**src/design/aim_defs.vh**
```
// Constants for the alarm interrupt mask block: offsets, fields, reset values.
// Assumes inclusion by bare name from the design files.
`ifndef AIM_DEFS_VH
`define AIM_DEFS_VH

`define AIM_ADDR_W            7
`define AIM_DATA_W            8
`define AIM_SIGLOSS_MASK_ADDR 7'h17
`define AIM_OLA_MASK_ADDR     7'h18
`define AIM_SIGLOSS_MASK_W    5
`define AIM_OLA_MASK_W        6
`define AIM_SIGLOSS_MASK_RST  5'h1f
`define AIM_OLA_MASK_RST      6'h3f
`define AIM_READ_NOMAP        8'h00

// Field positions, signal-loss mask register
`define AIM_SL_REF_BIT        0
`define AIM_SL_IN1_BIT        1
`define AIM_SL_IN2_BIT        2
`define AIM_SL_IN3_BIT        3
`define AIM_SL_IN4_BIT        4

// Field positions, offset/lock/alignment mask register
`define AIM_OLA_LOCK_BIT      0
`define AIM_OLA_IN1_BIT       1
`define AIM_OLA_IN2_BIT       2
`define AIM_OLA_IN3_BIT       3
`define AIM_OLA_IN4_BIT       4
`define AIM_OLA_ALIGN_BIT     5

// Serial frame: read bit, 7 address bits, 8 data bits
`define AIM_FRAME_BITS        5'h10
`define AIM_HEAD_LAST         5'h07
`define AIM_DATA_FIRST        5'h08
`define AIM_FRAME_LAST        5'h0f

`endif

```
**src/design/aim_top.v**
```verilog
// Alarm flag holding, per-source masking and interrupt pin drive.
// Assumes alarm and clear inputs on clk; serial port pins are asynchronous.
`include "aim_defs.vh"

module aim_top #(
    parameter NSRC = 11
) (
    input  wire clk,
    input  wire rst,
    input  wire spi_sclk,
    input  wire spi_cs_n,
    input  wire spi_sdi,
    output wire spi_sdo,
    output wire spi_sdo_oe_n,
    input  wire reference_signal_loss,
    input  wire input1_signal_loss,
    input  wire input2_signal_loss,
    input  wire input3_signal_loss,
    input  wire input4_signal_loss,
    input  wire input1_freq_offset,
    input  wire input2_freq_offset,
    input  wire input3_freq_offset,
    input  wire input4_freq_offset,
    input  wire lock_loss,
    input  wire frame_alignment_alarm,
    input  wire reference_signal_loss_clear,
    input  wire input1_signal_loss_clear,
    input  wire input2_signal_loss_clear,
    input  wire input3_signal_loss_clear,
    input  wire input4_signal_loss_clear,
    input  wire input1_freq_offset_clear,
    input  wire input2_freq_offset_clear,
    input  wire input3_freq_offset_clear,
    input  wire input4_freq_offset_clear,
    input  wire lock_loss_clear,
    input  wire frame_alignment_alarm_clear,
    input  wire irq_pin_enable,
    input  wire irq_pin_polarity,
    output wire reference_signal_loss_flag,
    output wire input1_signal_loss_flag,
    output wire input2_signal_loss_flag,
    output wire input3_signal_loss_flag,
    output wire input4_signal_loss_flag,
    output wire input1_freq_offset_flag,
    output wire input2_freq_offset_flag,
    output wire input3_freq_offset_flag,
    output wire input4_freq_offset_flag,
    output wire lock_loss_flag,
    output wire frame_alignment_alarm_flag,
    output reg  irq_status_r,
    output reg  irq_pin_r,
    output reg  irq_pin_oe_n_r
);

////////////////////////////////////////////////////////////////////////////////
// Helpers

function is_addr;
    input [`AIM_ADDR_W-1:0] a;
    input [`AIM_ADDR_W-1:0] target;
    begin
        is_addr = (a == target);
    end
endfunction

////////////////////////////////////////////////////////////////////////////////
// Serial register port

wire [2:0]             pins_s;
wire                   wr_pulse;
wire [`AIM_ADDR_W-1:0] reg_addr;
wire [`AIM_DATA_W-1:0] reg_wdata;
reg  [`AIM_DATA_W-1:0] reg_rdata;

aim_sync #(
    .WIDTH (3)
) u_sync (
    .clk      (clk),
    .rst      (rst),
    .async_in ({spi_sclk, spi_cs_n, spi_sdi}),
    .sync_out (pins_s)
);

aim_spi_slave u_spi (
    .clk      (clk),
    .rst      (rst),
    .sclk_s   (pins_s[2]),
    .cs_n_s   (pins_s[1]),
    .sdi_s    (pins_s[0]),
    .rdata    (reg_rdata),
    .wr_pulse (wr_pulse),
    .addr     (reg_addr),
    .wdata    (reg_wdata),
    .sdo      (spi_sdo),
    .sdo_oe_n (spi_sdo_oe_n)
);

////////////////////////////////////////////////////////////////////////////////
// Mask registers

reg [`AIM_SIGLOSS_MASK_W-1:0] sigloss_mask_r;
reg [`AIM_OLA_MASK_W-1:0]     ola_mask_r;

always @(posedge clk) begin
    if (rst) begin
        sigloss_mask_r <= `AIM_SIGLOSS_MASK_RST;
        ola_mask_r     <= `AIM_OLA_MASK_RST;
    end else if (wr_pulse) begin
        // Upper bits of the write data are dropped
        if (is_addr(reg_addr, `AIM_SIGLOSS_MASK_ADDR))
            sigloss_mask_r <= reg_wdata[`AIM_SIGLOSS_MASK_W-1:0];
        if (is_addr(reg_addr, `AIM_OLA_MASK_ADDR))
            ola_mask_r <= reg_wdata[`AIM_OLA_MASK_W-1:0];
    end
end

always @* begin
    reg_rdata = `AIM_READ_NOMAP;
    if (is_addr(reg_addr, `AIM_SIGLOSS_MASK_ADDR))
        reg_rdata = {3'h0, sigloss_mask_r};
    else if (is_addr(reg_addr, `AIM_OLA_MASK_ADDR))
        reg_rdata = {2'h0, ola_mask_r};
end

////////////////////////////////////////////////////////////////////////////////
// Held alarm flags

wire [NSRC-1:0] alarm_in = {frame_alignment_alarm, lock_loss,
                            input4_freq_offset, input3_freq_offset,
                            input2_freq_offset, input1_freq_offset,
                            input4_signal_loss, input3_signal_loss,
                            input2_signal_loss, input1_signal_loss,
                            reference_signal_loss};
wire [NSRC-1:0] clear_in = {frame_alignment_alarm_clear, lock_loss_clear,
                            input4_freq_offset_clear, input3_freq_offset_clear,
                            input2_freq_offset_clear, input1_freq_offset_clear,
                            input4_signal_loss_clear, input3_signal_loss_clear,
                            input2_signal_loss_clear, input1_signal_loss_clear,
                            reference_signal_loss_clear};
reg  [NSRC-1:0] flags_r;
wire [NSRC-1:0] flags_nxt = (flags_r & ~clear_in) | alarm_in;

// Flags depend only on alarms and clears, so mask writes cannot touch them
always @(posedge clk) begin
    if (rst)
        flags_r <= {NSRC{1'b0}};
    else
        flags_r <= flags_nxt;
end

assign reference_signal_loss_flag = flags_r[0];
assign input1_signal_loss_flag    = flags_r[1];
assign input2_signal_loss_flag    = flags_r[2];
assign input3_signal_loss_flag    = flags_r[3];
assign input4_signal_loss_flag    = flags_r[4];
assign input1_freq_offset_flag    = flags_r[5];
assign input2_freq_offset_flag    = flags_r[6];
assign input3_freq_offset_flag    = flags_r[7];
assign input4_freq_offset_flag    = flags_r[8];
assign lock_loss_flag             = flags_r[9];
assign frame_alignment_alarm_flag = flags_r[10];

////////////////////////////////////////////////////////////////////////////////
// Mask mapping and interrupt

wire [NSRC-1:0] mask_all;

assign mask_all[0]  = sigloss_mask_r[`AIM_SL_REF_BIT];
assign mask_all[1]  = sigloss_mask_r[`AIM_SL_IN1_BIT];
assign mask_all[2]  = sigloss_mask_r[`AIM_SL_IN2_BIT];
assign mask_all[3]  = sigloss_mask_r[`AIM_SL_IN3_BIT];
assign mask_all[4]  = sigloss_mask_r[`AIM_SL_IN4_BIT];
assign mask_all[5]  = ola_mask_r[`AIM_OLA_IN1_BIT];
assign mask_all[6]  = ola_mask_r[`AIM_OLA_IN2_BIT];
assign mask_all[7]  = ola_mask_r[`AIM_OLA_IN3_BIT];
assign mask_all[8]  = ola_mask_r[`AIM_OLA_IN4_BIT];
assign mask_all[9]  = ola_mask_r[`AIM_OLA_LOCK_BIT];
assign mask_all[10] = ola_mask_r[`AIM_OLA_ALIGN_BIT];

wire irq_status_nxt = |(flags_r & ~mask_all);

always @(posedge clk) begin
    if (rst) begin
        irq_status_r   <= 1'b0;
        irq_pin_r      <= 1'b1;
        irq_pin_oe_n_r <= 1'b1;
    end else begin
        irq_status_r   <= irq_status_nxt;
        irq_pin_oe_n_r <= ~irq_pin_enable;
        // Released pin still holds the inactive level
        if (irq_pin_enable)
            irq_pin_r <= irq_pin_polarity ? irq_status_nxt : ~irq_status_nxt;
        else
            irq_pin_r <= ~irq_pin_polarity;
    end
end

endmodule

```
**src/design/aim_sync.v**
```verilog
// Two-flop synchroniser for a group of independent level inputs.
// Assumes each bit is asynchronous to clk and only its level matters.
module aim_sync #(
    parameter WIDTH = 3
) (
    input  wire             clk,
    input  wire             rst,
    input  wire [WIDTH-1:0] async_in,
    output reg  [WIDTH-1:0] sync_out
);

reg [WIDTH-1:0] meta_r;

always @(posedge clk) begin
    if (rst) begin
        meta_r   <= {WIDTH{1'b0}};
        sync_out <= {WIDTH{1'b0}};
    end else begin
        meta_r   <= async_in;
        sync_out <= meta_r;
    end
end

endmodule

```
**src/design/aim_spi_slave.v**
```verilog
// Serial register port slave, mode 0, MSB first, 16-bit frames.
// Assumes synchronised pins and a master clock well below clk/4.
`include "aim_defs.vh"

module aim_spi_slave (
    input  wire                   clk,
    input  wire                   rst,
    input  wire                   sclk_s,
    input  wire                   cs_n_s,
    input  wire                   sdi_s,
    input  wire [`AIM_DATA_W-1:0] rdata,
    output reg                    wr_pulse,
    output reg  [`AIM_ADDR_W-1:0] addr,
    output reg  [`AIM_DATA_W-1:0] wdata,
    output reg                    sdo,
    output reg                    sdo_oe_n
);

reg                   sclk_d_r;
reg [4:0]             cnt_r;
reg [6:0]             shin_r;
reg [`AIM_DATA_W-1:0] shout_r;
reg                   rd_r;

wire rise = sclk_s & ~sclk_d_r;
wire fall = ~sclk_s & sclk_d_r;

always @(posedge clk) begin
    if (rst) begin
        sclk_d_r <= 1'b0;
        cnt_r    <= 5'h00;
        shin_r   <= 7'h00;
        shout_r  <= 8'h00;
        rd_r     <= 1'b0;
        wr_pulse <= 1'b0;
        addr     <= 7'h00;
        wdata    <= 8'h00;
        sdo      <= 1'b0;
        sdo_oe_n <= 1'b1;
    end else begin
        sclk_d_r <= sclk_s;
        wr_pulse <= 1'b0;
        if (cs_n_s) begin
            cnt_r    <= 5'h00;
            sdo_oe_n <= 1'b1;
        end else begin
            if (rise && cnt_r != `AIM_FRAME_BITS) begin
                shin_r <= {shin_r[5:0], sdi_s};
                cnt_r  <= cnt_r + 5'h01;
                if (cnt_r == `AIM_HEAD_LAST) begin
                    rd_r <= shin_r[6];
                    addr <= {shin_r[5:0], sdi_s};
                end
                if (cnt_r == `AIM_FRAME_LAST && !rd_r) begin
                    wr_pulse <= 1'b1;
                    wdata    <= {shin_r[6:0], sdi_s};
                end
            end
            // Read data leaves on falling edges so the master samples on rising
            if (fall && rd_r && cnt_r >= `AIM_DATA_FIRST && cnt_r <= `AIM_FRAME_LAST) begin
                sdo_oe_n <= 1'b0;
                if (cnt_r == `AIM_DATA_FIRST) begin
                    sdo     <= rdata[7];
                    shout_r <= {rdata[6:0], 1'b0};
                end else begin
                    sdo     <= shout_r[7];
                    shout_r <= {shout_r[6:0], 1'b0};
                end
            end
        end
    end
end

endmodule

```
**config.mk**
```make
export PLATFORM = sky130hd
export DESIGN_NAME = aim_top
export DESIGN_NICKNAME = d
export VERILOG_FILES = /design/src/design/aim_top.v /design/src/design/aim_sync.v /design/src/design/aim_spi_slave.v
export VERILOG_INCLUDE_DIRS = /design/src /design/src/design
export SDC_FILE = /design/constraint.sdc
export NUM_CORES = 1
export LEC_CHECK = 0
export ABC_AREA = 1
export BUFFER_PORTS_ARGS = -buffer_cell sky130_fd_sc_hd__buf_2
export CORE_ASPECT_RATIO = 0.5
export CORE_MARGIN = 10
export CORE_UTILIZATION = 45
export DETAILED_ROUTE_END_ITERATION = 8
export PLACE_DENSITY = 0.68
export SLEW_MARGIN = 5
export SYNTH_ARGS = -nofsm -noshare
export SYNTH_HDL_FRONTEND = slang
export SYNTH_SLANG_ARGS = --single-unit
```
**constraint.sdc**
```tcl
create_clock -name clk -period 1.45 [get_ports clk]
set_input_delay 0.145 -clock clk [delete_from_list [all_inputs] [get_ports clk]]
set_output_delay 0.145 -clock clk [all_outputs]
set_load 0.1 [all_outputs]
```
==> results.py <==
metrics = {
    "detailed_routing": {
        "drtIter0Drc": 197,
        "num_vias": 2617,
        "vias_per_cell": 5.023,
        "wire_per_inst_microns": 13.65,
        "drc": 0,
        "wl_mm": 7.110,
        "ant_nets": 0,
        "firstDrtPassIters": 4,
    },
    "floorplanning": {
        "num_rows": 20,
        "pin_count": 45,
        "coreArea_sq_um": 6006,
        "start_util_pct": 45.85,
        "die_h_microns": 75.32,
        "dieArea_sq_um": 9838,
        "chipWidth_microns": 130.6,
    },
    "clock_network": {
        "clock_latency_ns": 0.33,
        "root_buffer": "clkbuf_16",
        "numCtsBuffers": 9,
        "hold_buffers": 0,
        "clk_path_buf_depth": 2,
        "clkTransAtPathRegs_ns": 0.05,
        "h-tree-depth": 3,
        "cts_tree": "done",
        "clock_sinks": 68,
    },
    "placed_design": {
        "gp_congestion": 0.8968,
        "placedCellCount": 495,
        "hpwl_mm": 4.651,
        "port-buffer-count": 44,
        "dp_slack_ns": -0.1859,
        "place_area_sq_um": 3137,
    },
    "hold_path": {
        "hp-start": "irq_pin_enable",
        "worstHoldEndpoint": "irq_pin_oe_n_r$_SDFF_PP1_",
        "min_path_type": "in -> reg",
        "min_path_cells": 2,
    },
    "global_routing": {
        "grt-ovfl-total": 0,
        "grt_max_degree": 33,
        "grt_pass1_wl_mm": 11.30,
        "grtUsageTotal_pct": 14.48,
        "antenna_found_initial": 0,
        "first_global_vias": 2496,
    },
    "pwr": {
        "p_leak_uw": 0.001641,
        "p_per_area_nw_per_um2": 1212,
        "peakVddDrop_uv": 639.7,
    },
    "worst_setup_path": {
        "end_kind": "flip-flop",
        "r2r_cells": 9,
        "crit_required_ns": 1.70,
        "r2r_start": "u_spi.cnt_r[0]$_SDFFE_PP0P_",
        "worstPathArrival_ns": 1.79,
        "path_class": "reg -> reg",
        "path_max_fanout": 6,
        "r2r-end": "u_spi.wdata[0]$_SDFFE_PP0P_",
        "cp-start-kind": "flip-flop",
        "reg2reg_slack_ns": -0.09,
    },
    "cells_and_area": {
        "final_cells": 521,
        "drive_gt1_share_pct": 32.66,
        "fin_area_sq_um": 3721,
        "diodes": 0,
        "area_growth_pct": 35.12,
        "layout.nets": 471,
        "fillCellCount": 503,
    },
    "synth": {
        "synth_common_cells": "nor2_1 (80), dfxtp_1 (68), nand2_1 (49), inv_1 (42), nand3_1 (34)",
        "syn-cell-area_sq_um": 2754,
        "synthArstFlopShare_pct": 0,
        "synth_top_cell_area_share_pct": 49.43,
        "synth_fp_nets": 403,
        "ys_seq_area_share_pct": 49.43,
        "synth_edf_count": 0,
        "ys_types": 24,
        "synth_top_cells_by_area": "dfxtp_1 (49%), nor2_1 (11%), nand2_1 (6.7%), nand3_1 (6.2%), o21ai_0 (5.8%)",
        "ys_ff_latch": 68,
        "yosysWarnings": 0,
        "synth.avg_cell_area_sq_um": 7.423,
        "synth_most_common_cell": "nor2_1",
        "netlist.top_cell.by_area": "dfxtp_1",
        "syn_inst": 371,
        "ys.flop_type": "dfxtp_1",
    },
    "flow_run": {
        "max-cap-violations": 0,
    },
    "sta": {
        "clock_skew_ns": 0.004215,
        "min_period_over_period_pct": 106.2,
        "min_period_ns": 1.540,
        "fmax_ghz": 0.6495,
        "max_slew_margin_pct": 48.65,
        "setup_viol": 31,
        "fin_ws_ns": -0.08972,
        "rsz0062_at_grt": "yes",
        "worstMarginPinSlew_ns": 0.7694,
        "hold_viol": 0,
        "maxSlewViolCount": 0,
    },
    "run_status": {
        "violations": "setup timing",
        "status": "finished, violations left",
    },
}
## final cells by class
class	instances	area (sq um)	area share [%]
sequential	68	1380	37.09
multi-input combinational	248	1345	36.15
timing repair buffer	64	405.4	10.89
clock buffer	16	301.5	8.104
inverter	48	192.7	5.178
tap	77	96.34	2.589
## cells in the final DEF (no fill, tap or decap), drive strengths merged
| cell | instances |
|---|---|
| o211ai | 3 |
| inv | 48 |
| a21oi | 26 |
| o21ai | 33 |
| ha | 3 |
| nor2 | 88 |
| and3 | 1 |
| nor3 | 4 |
| dfxtp | 68 |
| nand3 | 36 |
| buf | 64 |
| nand2 | 53 |
| nand4 | 1 |
| clkbuf | 16 |
## what timing repair did
item                       in CTS  in global routing
setup buffers                   1                  6
resized for setup              17                 49
gates cloned                    1                  3
pin swaps                       8                 23
setup endpoints to repair      30                 42
## kinds of logic (layout without fill, tap and decap cells)
family | after synthesis | count (layout) | synth area share, %
buf+inv | 58 | 128 | 8.723
compound gates | 62 | 62 | 11.81
simple gates | 180 | 183 | 28.67
flops | 68 | 68 | 49.43
fa+ha+maj | 3 | 3 | 1.363
## registers in the layout, indices dropped and copies added (netlist names)
signal and count:
u_spi.sclk_d_r 1, u_spi.shout_r 7, u_spi.wr_pulse 1, u_spi.shin_r 7, u_sync.sync_out 3, ola_mask_r 6, u_spi.wdata 6, flags_r 11
u_spi.rd_r 1, u_spi.cnt_r 5, u_spi.sdo_oe_n 1, irq_pin_r 1, u_spi.addr 7, irq_pin_oe_n_r 1, u_spi.sdo 1, u_sync.meta_r 3
irq_status_r 1, sigloss_mask_r 5
## metal layers
layer  part of all wire (%)  global-route usage, %  wire, microns
met3                    5.3                  5.625            379
met4                    1.8                  4.651            126
met5                      0                      0              0
met2                     47                  24.12           3311
met1                     46                  17.02           3294
## through the flow
step | TNS [ns] | utilization, % | hold WS (ns) | total power, uW
after floorplan | 0 | - | 0.2150 | 2259
after global routing | -5.050 | 61.96 | 0.01330 | 4658
final | -1.615 | 61.96 | 0.009514 | 4509
after CTS | -1.610 | 58.29 | 0.003160 | 4481
after global placement | -0.6409 | 52.23 | 0.3420 | 2345
after detailed placement | -1.717 | 52.23 | 0.3439 | 2356
## critical path: stages, from the launching register on
cell and delay (ns):
dfxtp_4 0.36, ha_4 0.14, inv_2 0.04, nor3_2 0.11, ha_2 0.20, inv_2 0.05
nor2_2 0.18, buf_6 0.15, nand3_1 0.07, a21oi_1 0.15
## power by group
group / switching, uW / total [uW] / internal (uW)
Sequential: 39.5 / 1960 / 1920
Clock: 751 / 2140 / 1390
Combinational: 297 / 407 / 110
Total: 1090 / 4510 / 3420
## how the worst max path moves through the flow
stage | slack (ns) | end | from
2_1_floorplan | 0.003 | u_spi.shout_r[4]$_SDFFE_PP0P_ | u_spi.cnt_r[1]$_SDFFE_PP0P_
3_3_place_gp | -0.10 | u_spi.shout_r[3]$_SDFFE_PP0P_ | u_spi.cnt_r[0]$_SDFFE_PP0P_
3_5_place_dp | -0.19 | u_spi.shout_r[2]$_SDFFE_PP0P_ | u_spi.cnt_r[0]$_SDFFE_PP0P_
4_1_cts | -0.12 | u_spi.shout_r[7]$_SDFFE_PP0P_ | u_spi.cnt_r[0]$_SDFFE_PP0P_
5_1_grt | -0.20 | u_spi.shin_r[6]$_SDFFE_PP0P_ | u_spi.cnt_r[1]$_SDFFE_PP0P_
6_report | -0.09 | u_spi.wdata[0]$_SDFFE_PP0P_ | u_spi.cnt_r[0]$_SDFFE_PP0P_
No activity file was read; power rests on OpenSTA's default activity.
